$ cat src/verilog/deep_sleep_clock_control_regs.svh
// Constants for the deep sleep clock control block.
`ifndef DEEP_SLEEP_CLOCK_CONTROL_REGS_SVH
`define DEEP_SLEEP_CLOCK_CONTROL_REGS_SVH

`define CORE_CLK_MHZ        100
`define PLL_SETTLE_US       1000
`define CLK_IDLE_CYCLES     8'h10
`define VOLT_CODE_WIDTH     5
`define VOLT_CODE_DEFAULT   5'h04
`define SETTLE_CNT_WIDTH    17
`define PINS_IDLE           6'h30

`endif

$ cat src/verilog/deep_sleep_pkg.sv
// Types shared by the deep sleep clock control block.
package deep_sleep_pkg;

    typedef enum logic [2:0] {
        ST_NORMAL     = 3'h0,
        ST_STOP_GRANT = 3'h1,
        ST_SLEEP      = 3'h3,
        ST_DEEP_SLEEP = 3'h2,
        ST_PLL_SETTLE = 3'h6,
        ST_HALT       = 3'h4,
        ST_SNOOP      = 3'h5
    } power_state_t;

    typedef struct packed {
        logic       stop_clock_request_n;
        logic       sleep_request_n;
        logic       snoop_req;
        logic       snoop_done;
        logic [1:0] irq;
    } bus_pins_t;

endpackage : deep_sleep_pkg

$ cat src/verilog/deep_sleep_clock_control.sv
// Low-power clock state sequencer with L2 clock gating and clock mode detection.
`timescale 1ns/1ns
`default_nettype none
`include "deep_sleep_clock_control_regs.svh"

module deep_sleep_clock_control
#(
    parameter int unsigned                 PLL_SETTLE_CYCLES = `PLL_SETTLE_US * `CORE_CLK_MHZ,
    parameter logic [`VOLT_CODE_WIDTH-1:0] VOLTAGE_CODE      = `VOLT_CODE_DEFAULT
)
(
    // Clock, reset and enable
    input  wire logic                         core_clk_i,
    input  wire logic                         rst_i,
    input  wire logic                         ce_i,
    // Platform pins
    input  wire deep_sleep_pkg::bus_pins_t    pins_i,
    input  wire logic                         bus_clk_i,
    input  wire logic                         bus_clk_comp_i,
    // Core events
    input  wire logic                         halt_i,
    input  wire logic                         wake_i,
    input  wire logic                         irq_clear_i,
    input  wire logic                         violation_clear_i,
    // Voltage select open-drain pins
    input  wire logic [`VOLT_CODE_WIDTH-1:0]  voltage_select_code_i,
    output logic [`VOLT_CODE_WIDTH-1:0]       voltage_select_code_o,
    output logic [`VOLT_CODE_WIDTH-1:0]       voltage_select_code_oe_o,
    // Status
    output deep_sleep_pkg::power_state_t      state_o,
    output logic                              l2_clk_en_o,
    output logic                              snoop_ack_o,
    output logic [1:0]                        irq_pending_o,
    output logic                              diff_mode_o,
    output logic                              protocol_violation_o
);

    deep_sleep_pkg::bus_pins_t    pins_s1;
    deep_sleep_pkg::bus_pins_t    pins_s2;
    deep_sleep_pkg::bus_pins_t    pins_last;
    deep_sleep_pkg::power_state_t state;
    deep_sleep_pkg::power_state_t next_state;
    deep_sleep_pkg::power_state_t snoop_return;
    logic                         ret_halt;
    logic [`SETTLE_CNT_WIDTH-1:0] settle_cnt;
    logic                         true_active;
    logic                         comp_active;

    function automatic logic is_low_power(input deep_sleep_pkg::power_state_t s);
        is_low_power = (s == deep_sleep_pkg::ST_SLEEP) || (s == deep_sleep_pkg::ST_DEEP_SLEEP) ||
                       (s == deep_sleep_pkg::ST_PLL_SETTLE);
    endfunction : is_low_power

    function automatic logic l2_clock_on(input deep_sleep_pkg::power_state_t s);
        l2_clock_on = (s != deep_sleep_pkg::ST_DEEP_SLEEP) && (s != deep_sleep_pkg::ST_PLL_SETTLE);
    endfunction : l2_clock_on

    clk_activity_detect u_true_detect
    (
        .core_clk_i (core_clk_i),
        .rst_i      (rst_i),
        .ce_i       (ce_i),
        .pin_i      (bus_clk_i),
        .active_o   (true_active)
    );

    clk_activity_detect u_comp_detect
    (
        .core_clk_i (core_clk_i),
        .rst_i      (rst_i),
        .ce_i       (ce_i),
        .pin_i      (bus_clk_comp_i),
        .active_o   (comp_active)
    );

    // In differential mode the clock only counts as running when both halves toggle.
    wire bus_clk_active = diff_mode_o ? (true_active & comp_active) : true_active;
    wire stop_req       = ~pins_s2.stop_clock_request_n;
    wire sleep_req      = ~pins_s2.sleep_request_n;
    wire settle_done    = (settle_cnt == `SETTLE_CNT_WIDTH'(PLL_SETTLE_CYCLES - 1));
    wire pins_moved     = (pins_s2 != pins_last);
    wire irq_allowed    = ~is_low_power(state);
    wire [1:0] irq_set  = irq_allowed ? pins_s2.irq : 2'h0;
    wire viol_set       = pins_moved && (state == deep_sleep_pkg::ST_DEEP_SLEEP ||
                                         state == deep_sleep_pkg::ST_PLL_SETTLE);

    always_comb
    begin
        next_state = state;
        unique case (state)
            deep_sleep_pkg::ST_NORMAL:
            begin
                if (stop_req)
                    next_state = deep_sleep_pkg::ST_STOP_GRANT;
                else if (halt_i)
                    next_state = deep_sleep_pkg::ST_HALT;
            end
            deep_sleep_pkg::ST_HALT:
            begin
                if (stop_req)
                    next_state = deep_sleep_pkg::ST_STOP_GRANT;
                else if (pins_s2.snoop_req)
                    next_state = deep_sleep_pkg::ST_SNOOP;
                else if (wake_i)
                    next_state = deep_sleep_pkg::ST_NORMAL;
            end
            deep_sleep_pkg::ST_STOP_GRANT:
            begin
                if (sleep_req)
                    next_state = deep_sleep_pkg::ST_SLEEP;
                else if (!stop_req)
                    next_state = ret_halt ? deep_sleep_pkg::ST_HALT : deep_sleep_pkg::ST_NORMAL;
                else if (pins_s2.snoop_req)
                    next_state = deep_sleep_pkg::ST_SNOOP;
            end
            deep_sleep_pkg::ST_SNOOP:
            begin
                if (pins_s2.snoop_done)
                    next_state = snoop_return;
            end
            deep_sleep_pkg::ST_SLEEP:
            begin
                if (!bus_clk_active)
                    next_state = deep_sleep_pkg::ST_DEEP_SLEEP;
                else if (!sleep_req)
                    next_state = deep_sleep_pkg::ST_STOP_GRANT;
            end
            deep_sleep_pkg::ST_DEEP_SLEEP:
            begin
                if (bus_clk_active)
                    next_state = deep_sleep_pkg::ST_PLL_SETTLE;
            end
            deep_sleep_pkg::ST_PLL_SETTLE:
            begin
                if (!bus_clk_active)
                    next_state = deep_sleep_pkg::ST_DEEP_SLEEP;
                else if (settle_done)
                    next_state = deep_sleep_pkg::ST_SLEEP;
            end
            default:
            begin
                next_state = deep_sleep_pkg::ST_NORMAL;
            end
        endcase
    end

    always_ff @(posedge core_clk_i)
    begin
        if (rst_i)
        begin
            pins_s1   <= `PINS_IDLE;
            pins_s2   <= `PINS_IDLE;
            pins_last <= `PINS_IDLE;
        end
        else if (ce_i)
        begin
            pins_s1   <= pins_i;
            pins_s2   <= pins_s1;
            pins_last <= pins_s2;
        end
    end

    always_ff @(posedge core_clk_i)
    begin
        if (rst_i)
        begin
            state        <= deep_sleep_pkg::ST_NORMAL;
            state_o      <= deep_sleep_pkg::ST_NORMAL;
            snoop_return <= deep_sleep_pkg::ST_NORMAL;
            ret_halt     <= 1'b0;
            settle_cnt   <= '0;
        end
        else if (ce_i)
        begin
            state      <= next_state;
            state_o    <= next_state;
            settle_cnt <= (state == deep_sleep_pkg::ST_PLL_SETTLE) ? settle_cnt + 1'b1 : '0;
            if (next_state == deep_sleep_pkg::ST_SNOOP && state != deep_sleep_pkg::ST_SNOOP)
                snoop_return <= state;
            if (state == deep_sleep_pkg::ST_HALT || state == deep_sleep_pkg::ST_NORMAL)
                ret_halt <= (state == deep_sleep_pkg::ST_HALT);
        end
    end

    always_ff @(posedge core_clk_i)
    begin
        if (rst_i)
        begin
            l2_clk_en_o          <= 1'b1;
            snoop_ack_o          <= 1'b0;
            irq_pending_o        <= 2'h0;
            protocol_violation_o <= 1'b0;
            diff_mode_o          <= 1'b0;
        end
        else if (ce_i)
        begin
            l2_clk_en_o          <= l2_clock_on(next_state);
            snoop_ack_o          <= (state == deep_sleep_pkg::ST_SNOOP) && pins_s2.snoop_done;
            irq_pending_o        <= irq_set | (irq_pending_o & ~{2{irq_clear_i}});
            protocol_violation_o <= viol_set | (protocol_violation_o & ~violation_clear_i);
            diff_mode_o          <= comp_active;
        end
    end

    // Open-drain: a zero bit pulls the pin low, a one bit leaves it to the pull-up.
    always_ff @(posedge core_clk_i)
    begin
        if (rst_i)
        begin
            voltage_select_code_o    <= '0;
            voltage_select_code_oe_o <= '0;
        end
        else
        begin
            voltage_select_code_o    <= '0;
            voltage_select_code_oe_o <= ~VOLTAGE_CODE;
        end
    end

    property p_deep_on_stop;
        @(posedge core_clk_i) disable iff (rst_i)
        (state == deep_sleep_pkg::ST_SLEEP && !bus_clk_active && ce_i) |=> (state == deep_sleep_pkg::ST_DEEP_SLEEP);
    endproperty
    a_deep_on_stop: assert property (p_deep_on_stop) else $error("Sleep did not drop to deep sleep.");

    property p_no_skip_settle;
        @(posedge core_clk_i) disable iff (rst_i)
        (state == deep_sleep_pkg::ST_SLEEP) |-> ($past(state) != deep_sleep_pkg::ST_DEEP_SLEEP);
    endproperty
    a_no_skip_settle: assert property (p_no_skip_settle) else $error("Sleep reached without settling.");

    property p_release;
        @(posedge core_clk_i) disable iff (rst_i)
        (state == deep_sleep_pkg::ST_SLEEP && bus_clk_active && !sleep_req && ce_i)
            |=> (state == deep_sleep_pkg::ST_STOP_GRANT);
    endproperty
    a_release: assert property (p_release) else $error("Sleep release did not reach stop-grant.");

    property p_ack_only_snoop;
        @(posedge core_clk_i) disable iff (rst_i)
        $rose(snoop_ack_o) |-> ($past(state) == deep_sleep_pkg::ST_SNOOP);
    endproperty
    a_ack_only_snoop: assert property (p_ack_only_snoop) else $error("Snoop answered outside snoop state.");

    property p_l2_tracks_state;
        @(posedge core_clk_i) disable iff (rst_i)
        l2_clk_en_o == l2_clock_on(state);
    endproperty
    a_l2_tracks_state: assert property (p_l2_tracks_state) else $error("L2 clock enable disagrees with state.");

    property p_l2_in_halt;
        @(posedge core_clk_i) disable iff (rst_i)
        (state inside {deep_sleep_pkg::ST_HALT, deep_sleep_pkg::ST_STOP_GRANT, deep_sleep_pkg::ST_SNOOP})
            |-> l2_clk_en_o;
    endproperty
    a_l2_in_halt: assert property (p_l2_in_halt) else $error("L2 clock stopped in halt or stop-grant.");

    property p_sleep_entry;
        @(posedge core_clk_i) disable iff (rst_i)
        (state == deep_sleep_pkg::ST_SLEEP && $past(state) != deep_sleep_pkg::ST_SLEEP)
            |-> ($past(state) inside {deep_sleep_pkg::ST_STOP_GRANT, deep_sleep_pkg::ST_PLL_SETTLE});
    endproperty
    a_sleep_entry: assert property (p_sleep_entry) else $error("Sleep entered from a wrong state.");

    property p_stop_grant;
        @(posedge core_clk_i) disable iff (rst_i)
        (state == deep_sleep_pkg::ST_NORMAL && stop_req && ce_i) |=> (state == deep_sleep_pkg::ST_STOP_GRANT);
    endproperty
    a_stop_grant: assert property (p_stop_grant) else $error("Stop-clock request not honoured.");

    property p_voltage_code;
        @(posedge core_clk_i) disable iff (rst_i)
        !rst_i ##1 !rst_i |-> (voltage_select_code_oe_o == ~VOLTAGE_CODE) && (voltage_select_code_o == '0);
    endproperty
    a_voltage_code: assert property (p_voltage_code) else $error("Voltage select pins wrong.");

    property p_no_irq_latch;
        @(posedge core_clk_i) disable iff (rst_i)
        (is_low_power(state) && ce_i) |=> ((irq_pending_o & ~$past(irq_pending_o)) == 2'h0);
    endproperty
    a_no_irq_latch: assert property (p_no_irq_latch) else $error("Interrupt latched in a sleep state.");

    property p_viol_set;
        @(posedge core_clk_i) disable iff (rst_i)
        (viol_set && ce_i) |=> protocol_violation_o;
    endproperty
    a_viol_set: assert property (p_viol_set) else $error("Input change in deep sleep not flagged.");

    property p_l2_restart;
        @(posedge core_clk_i) disable iff (rst_i)
        $rose(l2_clk_en_o) |-> (state == deep_sleep_pkg::ST_SLEEP);
    endproperty
    a_l2_restart: assert property (p_l2_restart) else $error("L2 clock restarted outside sleep.");

    property p_settle_len;
        @(posedge core_clk_i) disable iff (rst_i)
        (state == deep_sleep_pkg::ST_SLEEP && $past(state) == deep_sleep_pkg::ST_PLL_SETTLE)
            |-> ($past(settle_cnt) == `SETTLE_CNT_WIDTH'(PLL_SETTLE_CYCLES - 1));
    endproperty
    a_settle_len: assert property (p_settle_len) else $error("Sleep reached before settling ended.");

    property p_diff_stop;
        @(posedge core_clk_i) disable iff (rst_i)
        (state == deep_sleep_pkg::ST_SLEEP && diff_mode_o && !comp_active && ce_i)
            |=> (state == deep_sleep_pkg::ST_DEEP_SLEEP);
    endproperty
    a_diff_stop: assert property (p_diff_stop) else $error("Stopped complement clock not seen.");

endmodule : deep_sleep_clock_control
`default_nettype wire

$ cat src/verilog/clk_activity_detect.sv
// Detects whether a clock pin is toggling, sampled on the core clock.
`timescale 1ns/1ns
`default_nettype none
`include "deep_sleep_clock_control_regs.svh"

module clk_activity_detect
(
    // Clock and control
    input  wire logic core_clk_i,
    input  wire logic rst_i,
    input  wire logic ce_i,
    // Monitored pin
    input  wire logic pin_i,
    // Activity flag
    output logic      active_o
);

    logic       sync1;
    logic       sync2;
    logic       last;
    logic [2:0] fill;
    logic [7:0] idle_cnt;
    // Edges count only once the pipeline holds real samples, so reset cannot fake one.
    wire        edge_seen = fill[2] & (sync2 ^ last);
    wire        idle_done = (idle_cnt == `CLK_IDLE_CYCLES);

    always_ff @(posedge core_clk_i)
    begin
        if (rst_i)
        begin
            sync1    <= 1'b0;
            sync2    <= 1'b0;
            last     <= 1'b0;
            fill     <= 3'h0;
            idle_cnt <= `CLK_IDLE_CYCLES;
            active_o <= 1'b0;
        end
        else if (ce_i)
        begin
            sync1    <= pin_i;
            sync2    <= sync1;
            last     <= sync2;
            fill     <= {fill[1:0], 1'b1};
            idle_cnt <= edge_seen ? 8'h00 : (idle_done ? idle_cnt : idle_cnt + 8'h01);
            active_o <= edge_seen | ~idle_done;
        end
    end

endmodule : clk_activity_detect
`default_nettype wire

$ cat config.mk
export PLATFORM = sky130hd
export DESIGN_NAME = deep_sleep_clock_control
export DESIGN_NICKNAME = d
export VERILOG_FILES = /design/src/verilog/deep_sleep_pkg.sv /design/src/verilog/deep_sleep_clock_control.sv /design/src/verilog/clk_activity_detect.sv
export VERILOG_INCLUDE_DIRS = /design/src /design/src/verilog
export SDC_FILE = /design/constraint.sdc
export NUM_CORES = 1
export LEC_CHECK = 0
export ABC_AREA = 1
export BUFFER_PORTS_ARGS = -buffer_cell sky130_fd_sc_hd__buf_2
export CORE_AREA = 2 2 98 100
export CTS_BUF_LIST = sky130_fd_sc_hd__clkbuf_4 sky130_fd_sc_hd__clkbuf_8
export CTS_CLUSTER_DIAMETER = 60
export DETAILED_ROUTE_END_ITERATION = 8
export DIE_AREA = 0 0 100 102
export PLACE_DENSITY = 0.55
export SLEW_MARGIN = 20
export SYNTH_ARGS = -nofsm -noshare
export SYNTH_HDL_FRONTEND = slang
export SYNTH_SLANG_ARGS = --single-unit
$ cat constraint.sdc
create_clock -name core_clk_i -period 2.4 [get_ports core_clk_i]
set_input_delay 0.72 -clock core_clk_i [delete_from_list [all_inputs] [get_ports core_clk_i]]
set_output_delay 0.72 -clock core_clk_i [all_outputs]
set_load 0.005 [all_outputs]
Word-level counts from Yosys, hierarchy flattened
Cells that the tools add are included.
Storage, ports and cells
  logic and storage cells: 108
  bits in registers: 83
  bits of input ports: 20
  output and inout port bits: 19
Operators by class
  eq/ne operators: 16
  multiplexer cells: 24
  add/sub/neg operators: 3
  reduce and logical (&&, ||, !) cells: 13
  bitwise operators: 15
Operator list (count)
  $mux W3: 15
  $mux W8: 4
  $pmux W3 S7: 1
  $add A17 B1 Y17 const B: 1
  $eq A17 B17 Y1 const B: 1
  $mux W17: 1
  $add A8 B1 Y8 const B: 2
  $eq A8 B5 Y1 const B: 2
  $eq A3 B3 Y1 const B: 4
  $reduce_and A2 Y1: 4
  $eq A3 B2 Y1 const B: 2
  $ne A3 B3 Y1 const B: 2
  $ne A6 B6 Y1: 1
  $mux W5: 1
  $and A1 B1 Y1: 4
  $logic_and A1 B1 Y1: 4
  $logic_or A1 B1 Y1: 4
  $ne A2 B1 Y1 const B: 2
  $eq A3 B1 Y1 const B: 1
  $logic_not A3 Y1: 1
  $ne A3 B2 Y1 const B: 1
  $not A1 Y1: 3
  $or A1 B1 Y1: 3
  $and A2 B2 Y2: 1
  other kinds (5): 6

Logic depth before layout (Yosys ltp)
Gate-level depths: netlist of the first run.
  depth in word-level cells: 7
  mapped depth: 12
  gate-level depth less buffers: 12

By module
Synthesis of the first run repeated with hierarchy kept, for this count alone.
Unflattened totals
  cells, all modules: 562
  area total of the unflattened synthesis: 4022.6 µm²
By module, submodules not included
  deep_sleep_clock_control: sequential area each 980.9 µm², cells an instance 328, area each 2371.0 µm², times used 1
  clk_activity_detect: sequential area each 300.3 µm², cells an instance 117, area each 825.8 µm², times used 2

Worst setup path before layout of the first run
No wires, ideal clock.
  path kind: input to register
  from: input halt_i
  to: register snoop_return[2]
  setup slack: 0.873 ns
  arrival: 1.415 ns
  path buffers: 0
  data required time: 2.287 ns
  setup time: 0.113 ns
  cell stages on the path: 9
  cell sequence: inv_1 > nor2_1 > nand2_1 > a21oi_1 > nor2_1 > a21oi_1 > nand4_1 > nand2_1 > nor2_1
Between the ends
  cells in the longest elaborated chain, start to end: 6
RTL lines
  from (decl): RTL line deep_sleep_clock_control.sv:21  | input wire logic halt_i,
  $mux W3: RTL line deep_sleep_clock_control.sv:95  | else if (halt_i)
  $mux W3: RTL line deep_sleep_clock_control.sv:93  | if (stop_req)
  $pmux W3 S7: RTL line deep_sleep_clock_control.sv:90  | unique case (state)
  $eq A3 B3 Y1: RTL line deep_sleep_clock_control.sv:178  | if (next_state == deep_sleep_pkg::ST_SNOOP && state != deep_sleep_pkg::ST_SNOOP)
  $logic_and A1 B1 Y1: RTL line deep_sleep_clock_control.sv:178
  $reduce_and A2 Y1 (no line)
  to (signal assigned): RTL line deep_sleep_clock_control.sv:169  | snoop_return <= deep_sleep_pkg::ST_NORMAL;
  to (signal assigned): RTL line deep_sleep_clock_control.sv:179  | snoop_return <= state;
  to (decl): RTL line deep_sleep_clock_control.sv:43  | deep_sleep_pkg::power_state_t snoop_return;
No other way between the ends.
A chain may end at the register's enable or synchronous reset.

==> results.yml, run 1 <==
final_layout:
  area_delta_synth_final_pct: 11.24
  multiInputGateArea_um2: 1814
  fin_nets: 565
  fin_cells: 656
  seq_area_um2: 1521
  antenna_cells: 0
  fin_area_um2: 4085
  fillers: 965
  final_layout_size_suffix_gt1_frac: 0.1376
setup_path:
  cp_cell_sequence: "buf_2"
  r2r-end: "snoop_return[0]"
  cp.required_ns: 1.68
  reg2reg_from: "state[2]"
  r2r_cells: 9
  crit_fanout: 10
  crit_family: "flip-flops"
  path_class: "register to primary output"
  arrival_ns: 1.16
  critPathLaunchType: "register"
  critical_path.n_buffers_inverters: 1
  crit_path_end_kind: "primary output"
  rrSetupSlack_ns: 0.72
  slowest_delay_ns: 0.61
  cp_slowest_cell: "dfxtp_1"
drt:
  dr.pass1.iters: 4
  drc: 0
  drtAntennaViolNets: 0
  drtIter0Drc: 157
  routedWlPerCell_um: 11.83
  vias_per_cell: 4.898
  vias: 3213
  routed_wl_um: 7763
yosys:
  synth_cell_types: 45
  synth_most_common_cell: "nand2_1"
  synth_adder_area_share: 0.01704
  synth-xor-area-share: 0.03101
  synth_compound_area_frac: 0.1482
  ys_async_sr_fraction: 0
  synth_simple_gate_area_frac: 0.2917
  synth_top_family_by_area: "simple AND/OR/NAND/NOR gates"
  netlist_top_cells_area: "dfxtp_1 41%, nand2_1 9.1%, nor2_1 8.7%"
  ys_ff_latch: 76
  synthMuxAreaShare: 0
  netlist_instances: 516
  yosysTopAreaCell: "dfxtp_1"
  synth_top_cell_area_share: 0.4143
  syn_area_um2: 3672
  avgSynthCellArea_um2: 7.117
  synthFlopType: "dfxtp_1"
  synth-seq-area-share: 0.4143
  ys_warn_count: 0
  synth-edff-count: 0
  synth_commonest_cells: "89 x nand2_1, 85 x nor2_1, 76 x dfxtp_1"
clock_tree:
  cts_tree: "yes"
  htree_levels: 3
  numClockSinks: 76
  cts-root-buf: "clkbuf_8"
  cts_made_buffers: 9
  clkTransAtPathRegs_ns: 0.09
  clk_latency_ns: 0.35
  ctsResizeCount: 0
  clockBufferDepth: 2
  holdBufCountCts: 0
  cts_setup_buffers: 0
grt:
  grt_overflow: 0
  grt.total_usage: 0.1616
  grt_pass1_vias: 2905
  antenna_found_initial: 0
  grt_max_degree: 30
  grt_pass1_wl_um: 13230
die:
  coreArea_um2: 9109
  die_w_um: 100
  placementRows: 35
  pin_count: 39
  die_area_um2: 10200
  initial_utilization: 0.4032
  die_h_um: 102
sta:
  finalHoldViolCount: 0
  rsz0062_at_grt: "false"
  max_freq_mhz: 532.7
  setup_viol: 0
  post-route-period-util: 0.7822
  post-route-min-period_ns: 1.877
  tns_ns: 0
  fin_skew_ns: 0.01511
  slew_violations: 0
worst_hold_path:
  min_path_cells: 2
  hold_start: "pins_s1[4]"
  hp-class: "register to register"
  hold_end: "pins_s1[4]"
status:
  status: "finished, final reports clean"
power_and_ir_drop:
  vdd_drop_max_uv: 300.9
  powerDensity_nw_per_um2: 723.4
  p_leak_nw: 1.673
placement:
  port_buffers: 27
  dp_cells: 640
  placed_area_um2: 3860
  gp_congestion: 0.8455
  dp_hpwl_um: 5344
job:
  max_cap_violations: 0
[how the worst max path moves through the flow]
stage | cells after the start | endpoint | startpoint | slack [ns]
after floorplan | 9 | snoop_return[2] | halt_i | 0.87
after global placement | 8 | settle_cnt[11] | ce_i | 0.50
after detailed placement | 7 | settle_cnt[14] | ce_i | 0.48
after CTS | 1 | state_o[2] | state[2] | 0.50
after global routing | 1 | state_o[2] | state[2] | 0.46
final | 1 | state_o[2] | state[2] | 0.52
[layer usage]
layer	share of wire	wire (µm)	global-route usage
met3	0.036	279	0.03420
met4	0.019	148	0.07165
met2	0.43	3366	0.2500
met1	0.51	3968	0.2188
met5	0	0	0
[flip-flops by register name (all words and copies together) (netlist names), 2 cells and up]
signal and cells:
pins_s1 6, settle_cnt 17, irq_pending_o 2, u_comp_detect.fill 3
state 3, pins_last 6, pins_s2 6, snoop_return 3
u_comp_detect.idle_cnt 8, u_true_detect.idle_cnt 8
[cell families (layout without fill, tap and decap cells)]
group | after synthesis | after routing
other cells | 1 | 6
xor+xnor | 13 | 13
buf+inv | 78 | 102
flops | 76 | 76
fa+ha+maj | 5 | 5
simple gates | 243 | 243
compound gates | 100 | 100
[power by group]
group          switching (W)  internal (W)
Clock               0.000471      0.000636
Sequential         0.0000699       0.00135
Combinational       0.000281      0.000151
[stage by stage]
step | power [W] | hold WS [ns] | setup slack (ns) | util
floorplan | 0.001780 | 0.4292 | 0.8726 | -
global placement | 0.001875 | 0.4399 | 0.4972 | 0.4238
detailed placement | 0.001879 | 0.4453 | 0.4792 | 0.4238
CTS | 0.003004 | 0.4640 | 0.4994 | 0.4485
global route | 0.003124 | 0.4881 | 0.4619 | 0.4485
finish | 0.002955 | 0.4594 | 0.5228 | 0.4485
[layout make-up]
cell class / count / share of cell area
repair buffers: 34 / 0.04594
clock buffers: 12 / 0.03737
well taps: 111 / 0.03400
flip-flops and latches: 76 / 0.3724
inverters: 52 / 0.04839
multi-input cells: 367 / 0.4441
clock inverters: 4 / 0.01776
[cells in the final DEF (no fill, tap or decap), types with 2 or more instances in the layout]
cell / n
a21oi_1: 42
a31oi_1: 2
buf_2: 27
buf_4: 7
bufinv_16: 2
clkbuf_4: 2
clkbuf_8: 10
conb_1: 6
dfxtp_1: 76
ha_1: 5
inv_1: 44
inv_2: 6
nand2_1: 89
nand2_2: 3
nand3_1: 25
nand3_2: 3
nand4_1: 11
nor2_1: 85
nor2_2: 5
nor3_1: 10
nor3b_1: 2
nor4_1: 2
o211ai_1: 4
o21ai_0: 39
o21ai_1: 4
o21bai_1: 2
or2_1: 2
or2_2: 2
xnor2_1: 5
xor2_1: 8
Note: power is estimated with default switching activity, not from simulation.
==> inputs of run 2 (changes only) <==
clock period = 1.75 ns   (was 2.4 ns; I/O delays follow)
==> run 2 against run 1 <==
Setup slack worse by 0.36 ns. Clock skew down 0.0020 ns. Clock power up 36%. Hold slack worse by 0.066 ns. Die area unchanged. Highest routed layer unchanged. Global-route usage up 0.17 points. Critical path type is now register to register. Flip-flop and latch count unchanged. Sequential share of layout area down 0.50 points. Register-to-register slack worse by 0.55 ns. Non-clock buffer count up 5. Wire length down 0.30%.
==> results.yml, run 2 (synthesized netlist as in run 1, its figures left out) <==
drt:
  routed_wl_um: 7740
  drtIter0Drc: 109
  drtAntennaViolNets: 0
  vias: 3225
  drc: 0
  dr.pass1.iters: 4
  routedWlPerCell_um: 11.71
  vias_per_cell: 4.879
setup_path:
  reg2reg_from: "settle_cnt[0]"
  critPathLaunchType: "register"
  path_class: "register to register"
  cp.required_ns: 1.98
  rrSetupSlack_ns: 0.17
  crit_path_start: "settle_cnt[0]"
  crit_path_end_kind: "register"
  slowest_delay_ns: 0.38
  cp_cell_sequence: "ha_1 -> nand3_2 -> nor2_1 -> nand2_1 -> nor4_2 -> nand2_1 -> o21ai_0 -> a21oi_1"
  arrival_ns: 1.82
  crit_path_frequent_cell: "nand2_1"
  crit_fanout: 4
  cp_slowest_cell: "dfxtp_1"
sta:
  slew_violations: 0
  max_freq_mhz: 631.1
  fin_ws_ns: 0.1654
  post-route-min-period_ns: 1.585
  rsz0062_at_grt: "false"
  post-route-period-util: 0.9055
  finalHoldViolCount: 0
  setup_viol: 0
  tns_ns: 0
  fin_skew_ns: 0.01307
job:
  max_cap_violations: 0
final_layout:
  fin_nets: 570
  largest_register: "settle_cnt"
  reg.largest.list: "settle_cnt x17, u_comp_detect.idle_cnt x8, u_true_detect.idle_cnt x8"
  fin_util: 0.4549
  final_common_cell: "nand2_1"
  area_delta_synth_final_pct: 12.84
  fin_cells: 661
  final_layout_size_suffix_gt1_frac: 0.1473
  largest_reg_flops: 17
  antenna_cells: 0
  fillers: 952
  final_cell_mix: "89 x nand2_1, 85 x nor2_1, 75 x dfxtp_1, 44 x inv_1, 42 x a21oi_1"
placement:
  dp_hpwl_um: 5393
  port_buffers: 27
  dp_cells: 645
  gp_congestion: 0.8515
  dp_slack_ns: 0.06733
grt:
  grt_overflow: 0
  antenna_found_initial: 0
  grt.total_usage: 0.1634
  grt_pass1_vias: 2971
  grt_pass1_wl_um: 13470
  grt_max_degree: 40
clock_tree:
  numClockSinks: 76
  htree_levels: 3
  cts-root-buf: "clkbuf_8"
  cts_made_buffers: 9
  cts_tree: "yes"
  clockBufferDepth: 2
  clk_latency_ns: 0.34
  holdBufCountCts: 0
  ctsResizeCount: 0
  cts_setup_buffers: 0
  clkTransAtPathRegs_ns: 0.08
power_and_ir_drop:
  power_w: 0.004078
  powerDensity_nw_per_um2: 984.2
  p_leak_nw: 1.703
  vdd_drop_max_uv: 409.8
status:
  status: "finished, final reports clean"
die:
  pin_count: 39
  coreArea_um2: 9109
  die_w_um: 100
  initial_utilization: 0.4032
  die_h_um: 102
  placementRows: 35
  die_area_um2: 10200
worst_hold_path:
  hp-class: "input pin to register"
  hold_start: "pins_i[5]"
-- run 2: per-stage QoR --
step / hold slack [ns] / instance area, µm²
finish: 0.3929 / 4144
global route: 0.4030 / 4144
CTS: 0.3874 / 4135
detailed placement: 0.4450 / 3910
global placement: 0.4389 / 3910
floorplan: 0.4292 / 3691
-- run 2: final cells by class --
type / count / area [µm²] / area share
clock inverter: 4 / 72.57 / 0.01751
tap: 111 / 138.9 / 0.03351
multi-input combinational: 367 / 1822 / 0.4396
clock buffer: 12 / 152.6 / 0.03684
sequential: 76 / 1523 / 0.3675
timing repair buffer: 39 / 237.7 / 0.05737
inverter: 52 / 197.7 / 0.04771
-- run 2: path summary, 6_finish.rpt --
| kind | to | cells past startpoint |
|---|---|---|
| hold / removal | pins_s1[5] | 3 |
| hold reg to reg | u_comp_detect.fill[1] | 2 |
| setup / recovery | settle_cnt[14] | 8 |
| setup reg to reg | settle_cnt[14] | 8 |
-- run 2: metal layers --
layer / vias to the layer above / GRT usage / routed length (µm)
met2: 47 / 0.2677 / 3395
met1: 1440 / 0.2131 / 4006
li1: 1729 / - / -
met3: 9 / 0.03215 / 211
met4: 0 / 0.06533 / 127
met5: - / 0 / 0
-- run 2: worst max-delay path, delay by kind of cell, from the launching register on --
| kind | cells | cell delay (ns) |
|---|---|---|
| and+or+nand+nor | 5 | 0.66 |
| DFF | 1 | 0.38 |
| AOI/OAI and AO/OA | 2 | 0.22 |
| adders and majority gates | 1 | 0.22 |
-- run 2: power by group --
part	total [W]	leakage (nW)	internal, W	switching, W
combinational	0.000626	0.968	0.000234	0.000392
sequential	0.00194	0.621	0.00185	0.0000975
clock	0.00151	0.113	0.000873	0.000636
total	0.00408	1.70	0.00295	0.00113
==> inputs of run 3 (changes only) <==
CORE_AREA = 2 2 103 105   (was 2 2 98 100)
DIE_AREA = 0 0 105 107   (was 0 0 100 102)
PLACE_DENSITY = 0.6   (was 0.55)
SYNTH_HIERARCHICAL = 1   (was default)
==> run 3 against run 2 <==
Global-route usage down 0.40 points. Synthesized cell count is 8.9% higher. Combinational power decreased by 23%. Via count is 7.5% higher. Critical path depth rose by 2. Final cell count is 10% higher. Clock power about the same. Core utilization fell by 0.58 points. Flip-flop and latch count is 3 higher. Critical path type unchanged. Hold slack got worse by 0.0031 ns. Largest power group unchanged.
==> results.yml, run 3 <==
placement:
  gp_congestion: 0.8129
  dp_hpwl_um: 5798
  port_buffers: 27
worst_hold_path:
  hold_start: "pins_i[2]"
  hp-class: "input pin to register"
  min_path_cells: 3
yosys:
  ys_async_sr_fraction: 0
  synth-edff-count: 0
  synth_simple_gate_area_frac: 0.3341
  synth-xor-area-share: 0.01742
  avgSynthCellArea_um2: 7.158
  netlist_instances: 562
  synth_adder_area_share: 0.01555
  ys_warn_count: 6
  synth_cell_types: 38
  netlist_top_cells_area: "dfxtp_1 39%, nand2_1 11%, nor2_1 6.3%"
  synthMuxAreaShare: 0
  syn_area_um2: 4023
  yosysTopAreaCell: "dfxtp_1"
  synth_commonest_cells: "116 x nand2_1, 79 x dfxtp_1, 67 x nor2_1"
  synth_most_common_cell: "nand2_1"
  synth_compound_area_frac: 0.1309
  synth_top_cell_area_share: 0.3932
  synthFlopType: "dfxtp_1"
  synth_top_family_by_area: "simple AND/OR/NAND/NOR gates"
  synth-seq-area-share: 0.3932
  ys_ff_latch: 79
die:
  initial_utilization: 0.3986
  placementRows: 37
  coreArea_um2: 10090
  pin_count: 39
  die_w_um: 105
  die_area_um2: 11240
  die_h_um: 107
grt:
  antenna_found_initial: 0
  grt.total_usage: 0.1594
  grt_overflow: 0
  grt_max_degree: 35
  grt_pass1_vias: 3271
  grt_pass1_wl_um: 14680
drt:
  routedWlPerCell_um: 11.23
  vias_per_cell: 4.754
  vias: 3466
  drtIter0Drc: 96
  drc: 0
  routed_wl_um: 8184
  dr.pass1.iters: 4
  drtAntennaViolNets: 0
setup_path:
  rrSetupSlack_ns: 0.14
  reg2reg_from: "settle_cnt[1]"
  critPathLaunchType: "register"
  crit_fanout: 4
  cp.required_ns: 2.00
  arrival_ns: 1.86
  r2r_cells: 10
  path_class: "register to register"
  crit_path_end_kind: "register"
  crit_path_start: "settle_cnt[1]"
final_layout:
  final_cell_mix: "116 x nand2_1, 75 x dfxtp_1, 67 x nor2_1, 65 x inv_1, 41 x a21oi_1"
  largest_reg_flops: 17
  antenna_cells: 0
  area_delta_synth_final_pct: 12.69
  largest_register: "settle_cnt"
  final_common_cell: "nand2_1"
  final_layout_size_suffix_gt1_frac: 0.1973
  fin_nets: 613
  reg.largest.list: "settle_cnt x17, u_comp_detect/idle_cnt x8, u_true_detect/idle_cnt x8"
sta:
  post-route-min-period_ns: 1.610
  whs_ns: 0.3898
  max_freq_mhz: 621.1
  tns_ns: 0
  post-route-period-util: 0.9201
  finalHoldViolCount: 0
  fin_skew_ns: 0.01135
  setup_viol: 0
  slew_violations: 0
  rsz0062_at_grt: "false"
clock_tree:
  clockBufferDepth: 2
  htree_levels: 3
  cts_made_buffers: 9
  cts_tree: "yes"
  clkTransAtPathRegs_ns: 0.09
  clk_latency_ns: 0.35
  holdBufCountCts: 0
  cts-root-buf: "clkbuf_8"
  numClockSinks: 79
power_and_ir_drop:
  powerDensity_nw_per_um2: 864.6
  vdd_drop_max_uv: 391.9
  p_leak_nw: 1.998
job:
  max_cap_violations: 0
status:
  status: "finished, final reports clean"
run 3: worst paths after layout:
| check | to |
|---|---|
| setup / recovery | settle_cnt[16] |
| hold / removal | pins_s1[2] |
| setup reg to reg | settle_cnt[16] |
| hold reg to reg | snoop_ack_o |
run 3: logic make-up after synthesis:
| kind of cell | Yosys count |
|---|---|
| AOI/OAI and AO/OA | 97 |
| xor gates and xnor gates | 8 |
| adders and majority gates | 5 |
| buffers and inverters | 101 |
| DFF | 79 |
| other | 1 |
| and+or+nand+nor | 271 |
run 3: worst max-delay path, cell delays in order (launching register included):
cell and delay, ns:
dfxtp_2 0.37, ha_4 0.15, nand4_1 0.14, nor2_2 0.16
nand3_2 0.12, nor2_4 0.17, nand2_4 0.07, nor2_4 0.09
nand2_2 0.05, o21ai_1 0.12, nor2_1 0.05
run 3: per-layer routing:
metal	track usage	up-vias	wire [µm]
met5	0	-	0
met2	0.2713	39	3898
met3	0.04681	12	240
met1	0.1935	1591	3913
met4	0.05143	0	131
li1	-	1824	-
run 3: repair_timing:
action	CTS	global route
buffers inserted	0	1
endpoints found under the setup margin	0	4
resized for setup	0	6
run 3: area by class of cell:
type	count	area, µm²
tap	136	170.2
inverter	73	274.0
timing repair buffer	38	242.7
fill	1072	5559
clock buffer	9	123.9
clock inverter	7	97.59
sequential	79	1587
multi-input combinational	387	2038
run 3: report_power, final:
group	switching, W	internal [W]	total [W]
Sequential	0.0000619	0.00187	0.00193
Combinational	0.000298	0.000181	0.000479
Clock	0.000701	0.000805	0.00151
run 3: through the flow:
stage	cell area, µm²	setup slack, ns	std cells	util	power, W
finish	4533	0.1399	729	0.4492	0.003919
global route	4533	0.01115	729	0.4492	0.004131
CTS	4508	0.05813	728	0.4467	0.003974
detailed placement	4287	0.07490	712	0.4247	0.002454
global placement	4287	0.1134	712	0.4247	0.002442
floorplan	4041	0.2726	567	-	0.002338
